`src/pkg/mpg_defs.vh`:
```
// register map, field positions and reset values of the three-port gpio block
// included by the gpio top and by bench files; definitions only
`ifndef MPG_DEFS_VH
`define MPG_DEFS_VH

// ****************************************************************
// register word indices on the avalon address lines
// ****************************************************************
`define MPG_IDX_OD_LATCH 8'h01
`define MPG_IDX_TS_LATCH 8'h02
`define MPG_IDX_TH_LATCH 8'h03
`define MPG_IDX_OD_DIR 8'h04
`define MPG_IDX_TS_DIR 8'h05
`define MPG_IDX_TH_DIR 8'h06
`define MPG_IDX_OPTION2 8'h07
`define MPG_IDX_TIMER_CFG 8'h08
`define MPG_IDX_COUNT 8'h09

// ****************************************************************
// widths and reset values
// ****************************************************************
`define MPG_W8 8
`define MPG_W4 4
`define MPG_DIR8_RST 8'h00
`define MPG_DIR4_RST 4'h0
`define MPG_OPT2_RST 3'h0
`define MPG_TCFG_RST 11'h000
`define MPG_ZERO32 32'h00000000

// ****************************************************************
// field positions
// ****************************************************************
// option 2: bit0 disables pullup on pin 2, bit1 pin 3, bit2 pin 7
`define MPG_OPT2_W 3
`define MPG_PU_PIN2 2
`define MPG_PU_PIN3 3
`define MPG_PU_PIN7 7
`define MPG_OPT2_B_PIN2 0
`define MPG_OPT2_B_PIN3 1
`define MPG_OPT2_B_PIN7 2
// timer config: [1:0] ch0 mode, [3:2] ch0 edge/level, [5:4] ch1 mode,
// [7:6] ch1 edge/level, [10:8] prescaler select
`define MPG_TCFG_W 11
`define MPG_CH0_MS 1:0
`define MPG_CH0_ELS 3:2
`define MPG_CH1_MS 5:4
`define MPG_CH1_ELS 7:6
`define MPG_PS 10:8
`define MPG_MS_PORT 2'h0
`define MPG_ELS_OFF 2'h0
`define MPG_PS_EXTCLK 3'h7

`endif

```
`src/core/mpg_sync.v`:
```
// two-flop synchroniser for a bus of pin levels
// assumes one clock domain, async active-low reset
`timescale 1ns/1ps
module mpg_sync #(
    parameter W = 8
) (
    input wire clk,
    input wire rstn,
    input wire [W-1:0] d,
    output wire [W-1:0] q
);
    reg [W-1:0] meta_r;
    reg [W-1:0] sync_r;

    // first stage is read only by the second stage
    always @(posedge clk or negedge rstn) begin
        if (!rstn) begin
            meta_r <= {W{1'b0}};
            sync_r <= {W{1'b0}};
        end else begin
            meta_r <= d;
            sync_r <= meta_r;
        end
    end
    assign q = sync_r;
endmodule // mpg_sync

```
`src/core/mpg_gpio.v`:
```
// three-port gpio: open-drain 8-bit port, 4-bit timer-shared port,
// 8-bit third port with pullups on pins 2, 3 and 7
// assumes an avalon-mm master on clk; pins outside are resolved by the
// bench from out/oe pairs (oe low means driving)
`timescale 1ns/1ps
`include "mpg_defs.vh"
module mpg_gpio (
    input wire clk,
    input wire rstn,
    input wire [3:0] avs_address,
    input wire avs_read,
    input wire avs_write,
    input wire [31:0] avs_writedata,
    input wire [3:0] avs_byteenable,
    output reg [31:0] avs_readdata,
    output wire avs_waitrequest,
    output reg avs_response_err,
    input wire [7:0] od_pin_in,
    output wire [7:0] od_pin_out,
    output wire [7:0] od_pin_oe_n,
    input wire [3:0] ts_pin_in,
    output wire [3:0] ts_pin_out,
    output wire [3:0] ts_pin_oe_n,
    input wire [7:0] th_pin_in,
    output wire [7:0] th_pin_out,
    output wire [7:0] th_pin_oe_n,
    output wire [7:0] th_pullup_en,
    input wire [1:0] timer_ch0_out,
    input wire [1:0] timer_ch1_out,
    output wire timer_channel0_pin,
    output wire timer_channel1_pin,
    output wire external_timer_clock_pin
);
    // ****************************************************************
    // helper
    // ****************************************************************
    // read mux: latch where output, synchronised pin where input
    function [7:0] port_view;
        input [7:0] dir;
        input [7:0] latch;
        input [7:0] pin;
        port_view = (dir & latch) | (~dir & pin);
    endfunction

    // index match; shared by every write strobe
    function hit;
        input [7:0] at;
        input [7:0] want;
        hit = (at == want);
    endfunction

    // a channel keeps its pin only with both mode and edge/level nonzero;
    // a channel left in a half-set state therefore stays plain port logic
    function chan_owns;
        input [1:0] mode;
        input [1:0] els;
        chan_owns = (mode != `MPG_MS_PORT) && (els != `MPG_ELS_OFF);
    endfunction

    // pullup request of one third-port pin: on unless its option bit is set
    function pull_on;
        input [`MPG_OPT2_W-1:0] opt;
        input integer pin;
        case (pin)
            `MPG_PU_PIN2: pull_on = ~opt[`MPG_OPT2_B_PIN2];
            `MPG_PU_PIN3: pull_on = ~opt[`MPG_OPT2_B_PIN3];
            `MPG_PU_PIN7: pull_on = ~opt[`MPG_OPT2_B_PIN7];
            default: pull_on = 1'b0;
        endcase
    endfunction

    // ****************************************************************
    // registers
    // ****************************************************************
    reg [7:0] open_drain_port_latch_r;
    reg [3:0] timer_shared_port_latch_r;
    reg [7:0] third_port_latch_r;
    reg [7:0] open_drain_port_direction_r;
    reg [3:0] timer_shared_port_direction_r;
    reg [7:0] third_port_direction_r;
    reg [`MPG_OPT2_W-1:0] port_option_control_2_r;
    reg [`MPG_TCFG_W-1:0] timer_cfg_r;
    reg rd_pend_r;
    reg [31:0] rdata_nxt;
    reg err_nxt;

    wire [7:0] od_sync;
    wire [3:0] ts_sync;
    wire [7:0] th_sync;
    wire [7:0] wbyte;
    wire wr_en;
    wire [7:0] idx;

    assign wbyte = avs_writedata[7:0];
    assign wr_en = avs_write & avs_byteenable[0];
    assign idx = {4'h0, avs_address};

    // ****************************************************************
    // write strobes
    // ****************************************************************
    wire wr_od_latch;
    wire wr_ts_latch;
    wire wr_th_latch;
    wire wr_od_dir;
    wire wr_ts_dir;
    wire wr_th_dir;
    wire wr_opt2;
    wire wr_tcfg;

    // an unmapped index matches no strobe, so such a write is dropped
    assign wr_od_latch = wr_en & hit(idx, `MPG_IDX_OD_LATCH);
    assign wr_ts_latch = wr_en & hit(idx, `MPG_IDX_TS_LATCH);
    assign wr_th_latch = wr_en & hit(idx, `MPG_IDX_TH_LATCH);
    assign wr_od_dir = wr_en & hit(idx, `MPG_IDX_OD_DIR);
    assign wr_ts_dir = wr_en & hit(idx, `MPG_IDX_TS_DIR);
    assign wr_th_dir = wr_en & hit(idx, `MPG_IDX_TH_DIR);
    assign wr_opt2 = wr_en & hit(idx, `MPG_IDX_OPTION2);
    assign wr_tcfg = wr_en & hit(idx, `MPG_IDX_TIMER_CFG);

    // ****************************************************************
    // pin synchronisers
    // ****************************************************************
    mpg_sync #(.W(`MPG_W8)) u_sync_od (
        .clk(clk),
        .rstn(rstn),
        .d(od_pin_in),
        .q(od_sync)
    );
    mpg_sync #(.W(`MPG_W4)) u_sync_ts (
        .clk(clk),
        .rstn(rstn),
        .d(ts_pin_in),
        .q(ts_sync)
    );
    mpg_sync #(.W(`MPG_W8)) u_sync_th (
        .clk(clk),
        .rstn(rstn),
        .d(th_pin_in),
        .q(th_sync)
    );

    // ****************************************************************
    // read views per port
    // ****************************************************************
    wire [7:0] od_view;
    wire [7:0] ts_view;
    wire [7:0] th_view;

    assign od_view = port_view(open_drain_port_direction_r,
        open_drain_port_latch_r, od_sync);
    // direction still picks the read source on timer-owned pins
    assign ts_view = port_view({4'h0, timer_shared_port_direction_r},
        {4'h0, timer_shared_port_latch_r}, {4'h0, ts_sync});
    assign th_view = port_view(third_port_direction_r,
        third_port_latch_r, th_sync);

    // ****************************************************************
    // control registers
    // ****************************************************************
    always @(posedge clk or negedge rstn) begin
        if (!rstn) begin
            open_drain_port_direction_r <= `MPG_DIR8_RST;
            third_port_direction_r <= `MPG_DIR8_RST;
            timer_shared_port_direction_r <= `MPG_DIR4_RST;
            port_option_control_2_r <= `MPG_OPT2_RST;
            timer_cfg_r <= `MPG_TCFG_RST;
        end else begin
            if (wr_od_dir) begin
                open_drain_port_direction_r <= wbyte;
            end
            if (wr_ts_dir) begin
                timer_shared_port_direction_r <= wbyte[`MPG_W4-1:0];
            end
            if (wr_th_dir) begin
                third_port_direction_r <= wbyte;
            end
            if (wr_opt2) begin
                port_option_control_2_r <= wbyte[`MPG_OPT2_W-1:0];
            end
            if (wr_tcfg) begin
                timer_cfg_r <= avs_writedata[`MPG_TCFG_W-1:0];
            end
        end
    end

    // latches have no reset so their content survives it
    always @(posedge clk) begin
        // written whatever the direction bits say
        if (wr_od_latch) begin
            open_drain_port_latch_r <= wbyte;
        end
        if (wr_ts_latch) begin
            timer_shared_port_latch_r <= wbyte[`MPG_W4-1:0];
        end
        if (wr_th_latch) begin
            third_port_latch_r <= wbyte;
        end
    end

    // ****************************************************************
    // avalon slave: writes take one cycle, reads wait one cycle
    // ****************************************************************
    always @(posedge clk or negedge rstn) begin
        if (!rstn) begin
            rd_pend_r <= 1'b0;
        end else begin
            rd_pend_r <= avs_read & ~rd_pend_r;
        end
    end
    assign avs_waitrequest = avs_read & ~rd_pend_r;

    always @* begin
        rdata_nxt = `MPG_ZERO32;
        err_nxt = 1'b0;
        case (idx)
            `MPG_IDX_OD_LATCH: rdata_nxt[7:0] = od_view;
            `MPG_IDX_TS_LATCH: rdata_nxt[7:0] = ts_view;
            `MPG_IDX_TH_LATCH: rdata_nxt[7:0] = th_view;
            `MPG_IDX_OD_DIR: rdata_nxt[7:0] = open_drain_port_direction_r;
            `MPG_IDX_TS_DIR: rdata_nxt[3:0] = timer_shared_port_direction_r;
            `MPG_IDX_TH_DIR: rdata_nxt[7:0] = third_port_direction_r;
            `MPG_IDX_OPTION2: rdata_nxt[`MPG_OPT2_W-1:0] = port_option_control_2_r;
            `MPG_IDX_TIMER_CFG: rdata_nxt[`MPG_TCFG_W-1:0] = timer_cfg_r;
            default: err_nxt = 1'b1;
        endcase
    end

    always @(posedge clk or negedge rstn) begin
        if (!rstn) begin
            avs_readdata <= `MPG_ZERO32;
            avs_response_err <= 1'b0;
        end else if (avs_read & ~rd_pend_r) begin
            avs_readdata <= rdata_nxt;
            avs_response_err <= err_nxt;
        end
    end

    // ****************************************************************
    // open-drain port
    // ****************************************************************
    genvar gi;
    generate
        for (gi = 0; gi < `MPG_W8; gi = gi + 1) begin : g_od
            // drive only a low; a high latch releases the line
            assign od_pin_out[gi] = 1'b0;
            assign od_pin_oe_n[gi] = ~(open_drain_port_direction_r[gi]
                & ~open_drain_port_latch_r[gi]);
        end
    endgenerate

    // ****************************************************************
    // timer-shared port
    // ****************************************************************
    wire ch0_timer;
    wire ch1_timer;
    wire clk_timer;
    wire [3:0] ts_dir_eff;
    wire [3:0] ts_val;

    // channel owns pin when mode nonzero and edge/level select not off
    assign ch0_timer = chan_owns(timer_cfg_r[`MPG_CH0_MS],
        timer_cfg_r[`MPG_CH0_ELS]);
    assign ch1_timer = chan_owns(timer_cfg_r[`MPG_CH1_MS],
        timer_cfg_r[`MPG_CH1_ELS]);
    assign clk_timer = (timer_cfg_r[`MPG_PS] == `MPG_PS_EXTCLK);

    // the drive of timer-owned pins ignores the direction bits
    // pin 1 under the external clock is held as an input, the clock never drives
    wire [3:0] ts_owned;
    wire [3:0] ts_tdir;
    wire [3:0] ts_tval;

    assign ts_owned = {1'b0, ch1_timer, clk_timer, ch0_timer};
    assign ts_tdir = {1'b0, timer_ch1_out[1], 1'b0, timer_ch0_out[1]};
    assign ts_tval = {1'b0, timer_ch1_out[0], 1'b0, timer_ch0_out[0]};

    generate
        for (gi = 0; gi < `MPG_W4; gi = gi + 1) begin : g_ts
            assign ts_dir_eff[gi] = ts_owned[gi] ? ts_tdir[gi]
                : timer_shared_port_direction_r[gi];
            assign ts_val[gi] = ts_owned[gi] ? ts_tval[gi]
                : timer_shared_port_latch_r[gi];
        end
    endgenerate
    assign ts_pin_out = ts_val;
    assign ts_pin_oe_n = ~ts_dir_eff;
    assign timer_channel0_pin = ts_sync[0];
    assign timer_channel1_pin = ts_sync[2];
    assign external_timer_clock_pin = clk_timer & ts_sync[1];

    // ****************************************************************
    // third port
    // ****************************************************************
    // pullups default on; a set option bit turns one off, pins without one stay 0
    generate
        for (gi = 0; gi < `MPG_W8; gi = gi + 1) begin : g_th
            assign th_pin_out[gi] = third_port_latch_r[gi];
            assign th_pin_oe_n[gi] = ~third_port_direction_r[gi];
            assign th_pullup_en[gi] = pull_on(port_option_control_2_r, gi);
        end
    endgenerate
endmodule // mpg_gpio

```
`config.mk`:
```
export PLATFORM = sky130hd
export DESIGN_NAME = mpg_gpio
export DESIGN_NICKNAME = d
export VERILOG_FILES = /design/src/core/mpg_sync.v /design/src/core/mpg_gpio.v
export VERILOG_INCLUDE_DIRS = /design/src /design/src/pkg
export SDC_FILE = /design/constraint.sdc
export NUM_CORES = 1
export LEC_CHECK = 0
export ABC_AREA = 1
export BUFFER_PORTS_ARGS = -buffer_cell sky130_fd_sc_hd__buf_2
export CAP_MARGIN = 40
export CORE_UTILIZATION = 50
export CTS_BUF_LIST = sky130_fd_sc_hd__clkbuf_16
export CTS_CLUSTER_DIAMETER = 150
export DETAILED_ROUTE_END_ITERATION = 12
export GPL_ROUTABILITY_DRIVEN = 0
export PLACE_DENSITY = 0.75
export SYNTH_ARGS = -nofsm -noshare
export SYNTH_HDL_FRONTEND = slang
export SYNTH_SLANG_ARGS = --single-unit
export TNS_END_PERCENT = 20
```
`constraint.sdc`:
```
create_clock -name clk -period 1.2 [get_ports clk]
set_input_delay 0.24 -clock clk [delete_from_list [all_inputs] [get_ports clk]]
set_output_delay 0.24 -clock clk [all_outputs]
set_load 0.02 [all_outputs]
```
[Word-level counts from Yosys, hierarchy flattened]
Index checks and enable logic that the tools add are counted.
Word-level totals
  bits in latches: 0
  bits in writable memories: 0
  memories: 0
  input bits: 68
  register bits: 107
  memory bits (read-only): 0
  logic and storage cells: 104
Operators by class
  reduce and logical (&&, ||, !) cells: 7
  multiplexer cells: 11
  bitwise operators: 60
  divide/modulo/power cells: 0
  eq/ne operators: 9
  shifts and indexed selects: 0
  $lt $le $gt $ge: 0
  $add $sub $neg: 0
  $mul: 0
Operators by type and width (count)
  $and A8 B8 Y8: 4
  $not A1 Y1: 28
  $pmux W3 S8: 1
  $pmux W4 S6: 1
  $and A1 B1 Y1: 19
  $eq A4 B3 Y1 const B: 4
  $not A8 Y8: 2
  $or A8 B8 Y8: 2
  $and A8 B4 Y8: 1
  $eq A4 B2 Y1 const B: 2
  $not A4 Y8: 1
  $or A4 B8 Y8: 1
  $reduce_bool A2 Y1: 4
  $reduce_or A8 Y1: 1
  $mux W1: 7
  $pmux W1 S7: 1
  $and A4 B4 Y4: 1
  $eq A4 B1 Y1 const B: 1
  $eq A4 B4 Y1 const B: 1
  $not A4 Y4: 1
  $eq A3 B3 Y1 const B: 1
  $mux W3: 1
  $logic_and A1 B1 Y1: 2

[Logic depth before layout (Yosys ltp)]
  depth after elaboration: 4
  mapped depth: 9

[Cells and area by module]
Synthesis repeated with hierarchy kept, for this count alone.
Unflattened totals
  cells, all modules: 493
  area total of the unflattened synthesis: 4584.4 um^2
By module, submodules not included
  mpg_gpio: area an instance 3583.4 um^2, cells an instance 453, times used 1
  mpg_sync (u_sync_od ...): area an instance 400.4 um^2, cells an instance 16, times used 2
  mpg_sync (u_sync_ts): area an instance 200.2 um^2, cells an instance 8, times used 1

[Worst setup path after synthesis]
Ideal clock, no wire load.
  path type: register to output
  start: register timer_cfg_r[1]
  end: output port ts_pin_oe_n[0]
  buffers on the path: 0
  setup slack: -0.111 ns
  cell stages (with the launch flop): 3
  data arrival time: 1.071 ns
  cells stage by stage: dfrtp_1 o22ai_1 mux2i_1
On the way
  cells in the longest elaborated chain, start to end: 4
RTL lines
  from (decl): line mpg_gpio.v:82  | reg [`MPG_TCFG_W-1:0] timer_cfg_r;
  from (signal assigned): line mpg_gpio.v:166  | timer_cfg_r <= `MPG_TCFG_RST;
  from (signal assigned): line mpg_gpio.v:181  | timer_cfg_r <= avs_writedata[`MPG_TCFG_W-1:0];
  $reduce_bool A2 Y1 (no line)
  $logic_and A1 B1 Y1: line mpg_gpio.v:57  | chan_owns = (mode != `MPG_MS_PORT) && (els != `MPG_ELS_OFF);
  $mux W1: line mpg_gpio.v:279  | assign ts_dir_eff[gi] = ts_owned[gi] ? ts_tdir[gi]
  $not A4 Y4: line mpg_gpio.v:286  | assign ts_pin_oe_n = ~ts_dir_eff;
  to (decl): line mpg_gpio.v:23  | output wire [3:0] ts_pin_oe_n,
Every way passes these cells.

[Final worst setup path]
Ends and elaborated chain as after synthesis.

==> metrics.yaml <==
status: "finished with violations"
failed_checks: "design-rule violations, negative setup slack"
die_x_um: 98.21
die_area_mm2: 0.009645
ir_drop_uv: 1141
synth_flop_cell: "dfrtp_1"
switchingPower_mw: 2.713
setup_viol: 25
diodes: 0
grt_start_max_net_pins: 45
r2r-end: "avs_readdata[0]"
rsz0062_at_grt: "true"
syn_avg_cell_area_um2: 9.426
drive_above_1_share_pct: 32.88
die_h_um: 98.21
most-common-layout-cells: "169 x nand2_1, 87 x dfrtp_1, 66 x buf_2, 50 x buf_4, 34 x conb_1"
swShare_pct: 28.77
synthCells: 491
pwr-share-comb_pct: 21.0
clock_latency_ns: 0.35
critPathKind: "flip-flop to output pin"
synth-warning-count: 0
r2r_start: "open_drain_port_direction_r[0]"
grt_pass1_wl_um: 18010
min_to: "open_drain_port_latch_r[5]"
critPathLaunchType: "flip-flop"
async_reset_ff_share_pct: 81.31
firstDrtPassIters: 11
fmax_mhz: 603.5
synth_edf_count: 20
fp-row-count: 34
first_global_vias: 3720
clockBufferDepth: 2
arrival_ns: 1.42
ys_ff_latch: 107
critPathLaunch: "timer_cfg_r[1]"
ios: 153
hold_violations: 0
root_buffer: "clkbuf_16"
final_cell_area_mm2: 0.006200
post-route-period-util_pct: 138.1
drtIter0Drc: 359
cap_violations: 0
endpoint_kind: "output pin"
htreeDepth: 3
dpl_cell_area_mm2: 0.005396
seqPwrFrac_pct: 45.6
via_per_inst: 5.021
synth.distinct_cells: 26
cts.sinks: 107
final_nets: 726
start_util_pct: 52.30
dp_slack_ns: -0.1202
grt_overflow: 0
setup_slack_ns: -0.4570
numCtsBuffers: 9
area_growth_pct: 33.96
post_drt_wl_per_cell_um: 14.64
core_area_mm2: 0.008848
fin_util_pct: 70.07
clk_pin_slew_worst_paths_ns: 0.07
vias: 3871
ys_seq_area_share_pct: 60.02
remaining_drc_errors: 11
numPortBuffers: 94
clockPowerShare_pct: 33.4
syn_area_mm2: 0.004628
antenna_found_initial: 0
cellPowerDensity_mw_per_mm2: 1521
final.setup_skew_ns: 0.008626
rr_worst_depth: 9
cts_tree: "built"
routed_wl_um: 11290
ant_nets: 0
min_path_cells: 1
total_power_mw: 9.432
tns_ns: -2.906
track_usage_pct: 24.59
drv_slew: 0
power_leakage_nw: 3.208
hp-class: "input pin to flip-flop"
path_max_fanout: 3
intPower_mw: 6.719
rrSetupSlack_ns: -0.07
required_ns: 0.96
dp_hpwl_um: 7503
layout_commonest_cell: "nand2_1"
finalCriticalPeriod_ns: 1.657
holdCritStartpoint: "avs_writedata[5]"
## worst max-delay path, cell delays in order (launching register included)
cell	delay, ns
dfrtp_1	0.39
o22ai_2	0.19
buf_6	0.13
mux2i_2	0.19
buf_4	0.16
## state kept, by name, summed over array words and instances, names as in the netlist
signal                         count
u_sync_ts.q                        4
timer_cfg_r                       11
timer_shared_port_latch_r          4
timer_shared_port_direction_r      4
avs_readdata                      11
u_sync_od.q                        8
third_port_direction_r             8
u_sync_od.meta_r                   8
avs_response_err                   1
th_pin_out                         8
port_option_control_2_r            3
open_drain_port_latch_r            8
open_drain_port_direction_r        8
rd_pend_r                          1
u_sync_th.q                        8
u_sync_th.meta_r                   8
u_sync_ts.meta_r                   4
## power groups by stage
stage | combinational, mW | sequential (mW) | clock, mW
3_3_place_gp | 1.53 | 4.33 | 0
3_5_place_dp | 1.57 | 4.34 | 0
5_1_grt | 2.15 | 4.34 | 3.31
6_report | 1.98 | 4.30 | 3.15
2_1_floorplan | 0.955 | 4.34 | 0
4_1_cts | 1.86 | 4.30 | 3.16
## how the worst max path moves through the flow
stage                                               to  slack (ns)  depth (start not counted)
after floorplan                         ts_pin_oe_n[0]       -0.07                          2
after global placement    timer_shared_port_latch_r[0]        -0.1                          6
after detailed placement  timer_shared_port_latch_r[0]       -0.12                          6
after CTS                               ts_pin_oe_n[0]       -0.46                          4
after global routing                    ts_pin_oe_n[0]       -0.50                          4
final                                   ts_pin_oe_n[0]       -0.46                          4
## layout make-up
| type | instances | area, µm² |
|---|---|---|
| inverter | 47 | 182.7 |
| tap | 108 | 135.1 |
| clock buffer | 9 | 225.2 |
| fill | 611 | 2649 |
| multi-input combinational | 329 | 1550 |
| timing repair buffer | 164 | 1237 |
| sequential | 107 | 2778 |
| clock inverter | 7 | 91.34 |
## metrics by stage
step           cells  hold WS [ns]
2_1_floorplan    524      -0.05559
3_3_place_gp     728        0.1036
3_5_place_dp     728        0.1097
4_1_cts          768       0.09631
5_1_grt          771       0.09405
6_report         771       0.09514
## layer usage
layer / track usage (%) / part of all wire [%] / vias to the layer above
li1: - / - / 1816
met1: 32.50 / 42 / 1790
met2: 38.52 / 47 / 223
met3: 4.510 / 7.3 / 42
met4: 13.89 / 3.8 / 0
met5: 0 / 0 / -
## logic make-up (layout without fill, tap and decap cells)
| kind of cell | after synthesis | in the layout | synth area share [%] |
|---|---|---|---|
| other | 1 | 34 | 0.08103 |
| AO/OA/AOI/OAI | 56 | 56 | 7.326 |
| multiplexers | 1 | 1 | 0.2163 |
| flip-flops | 107 | 107 | 60.02 |
| buffers and inverters | 88 | 227 | 10.81 |
| AND/OR/NAND/NOR | 238 | 238 | 21.55 |
## timing repair
item	CTS	global route
buffers inserted	3	3
pin swaps	3	4
endpoints found under the hold margin	31	0
resized for setup	65	23
hold buffers	21	0
setup endpoints to repair	27	33
## cells in the mapped netlist, types with 2 or more instances
master    count  area (µm²)
a21oi_1       3       15.01
buf_2         2       10.01
buf_4        35       262.8
buf_6         4       45.04
dfrtp_1      87        2177
edfxtp_1     20       600.6
inv_1        41       153.9
inv_2         3       11.26
nand2_1     175       656.9
nand2_4       3       33.78
nand3_1      23       115.1
nor2_1       28       105.1
nor2_4        4       45.04
o21ai_0      35       175.2
o21ai_2      15       131.4
o22ai_1       2       12.51
or2_2         2       12.51
(Power assumes the default switching activity.)
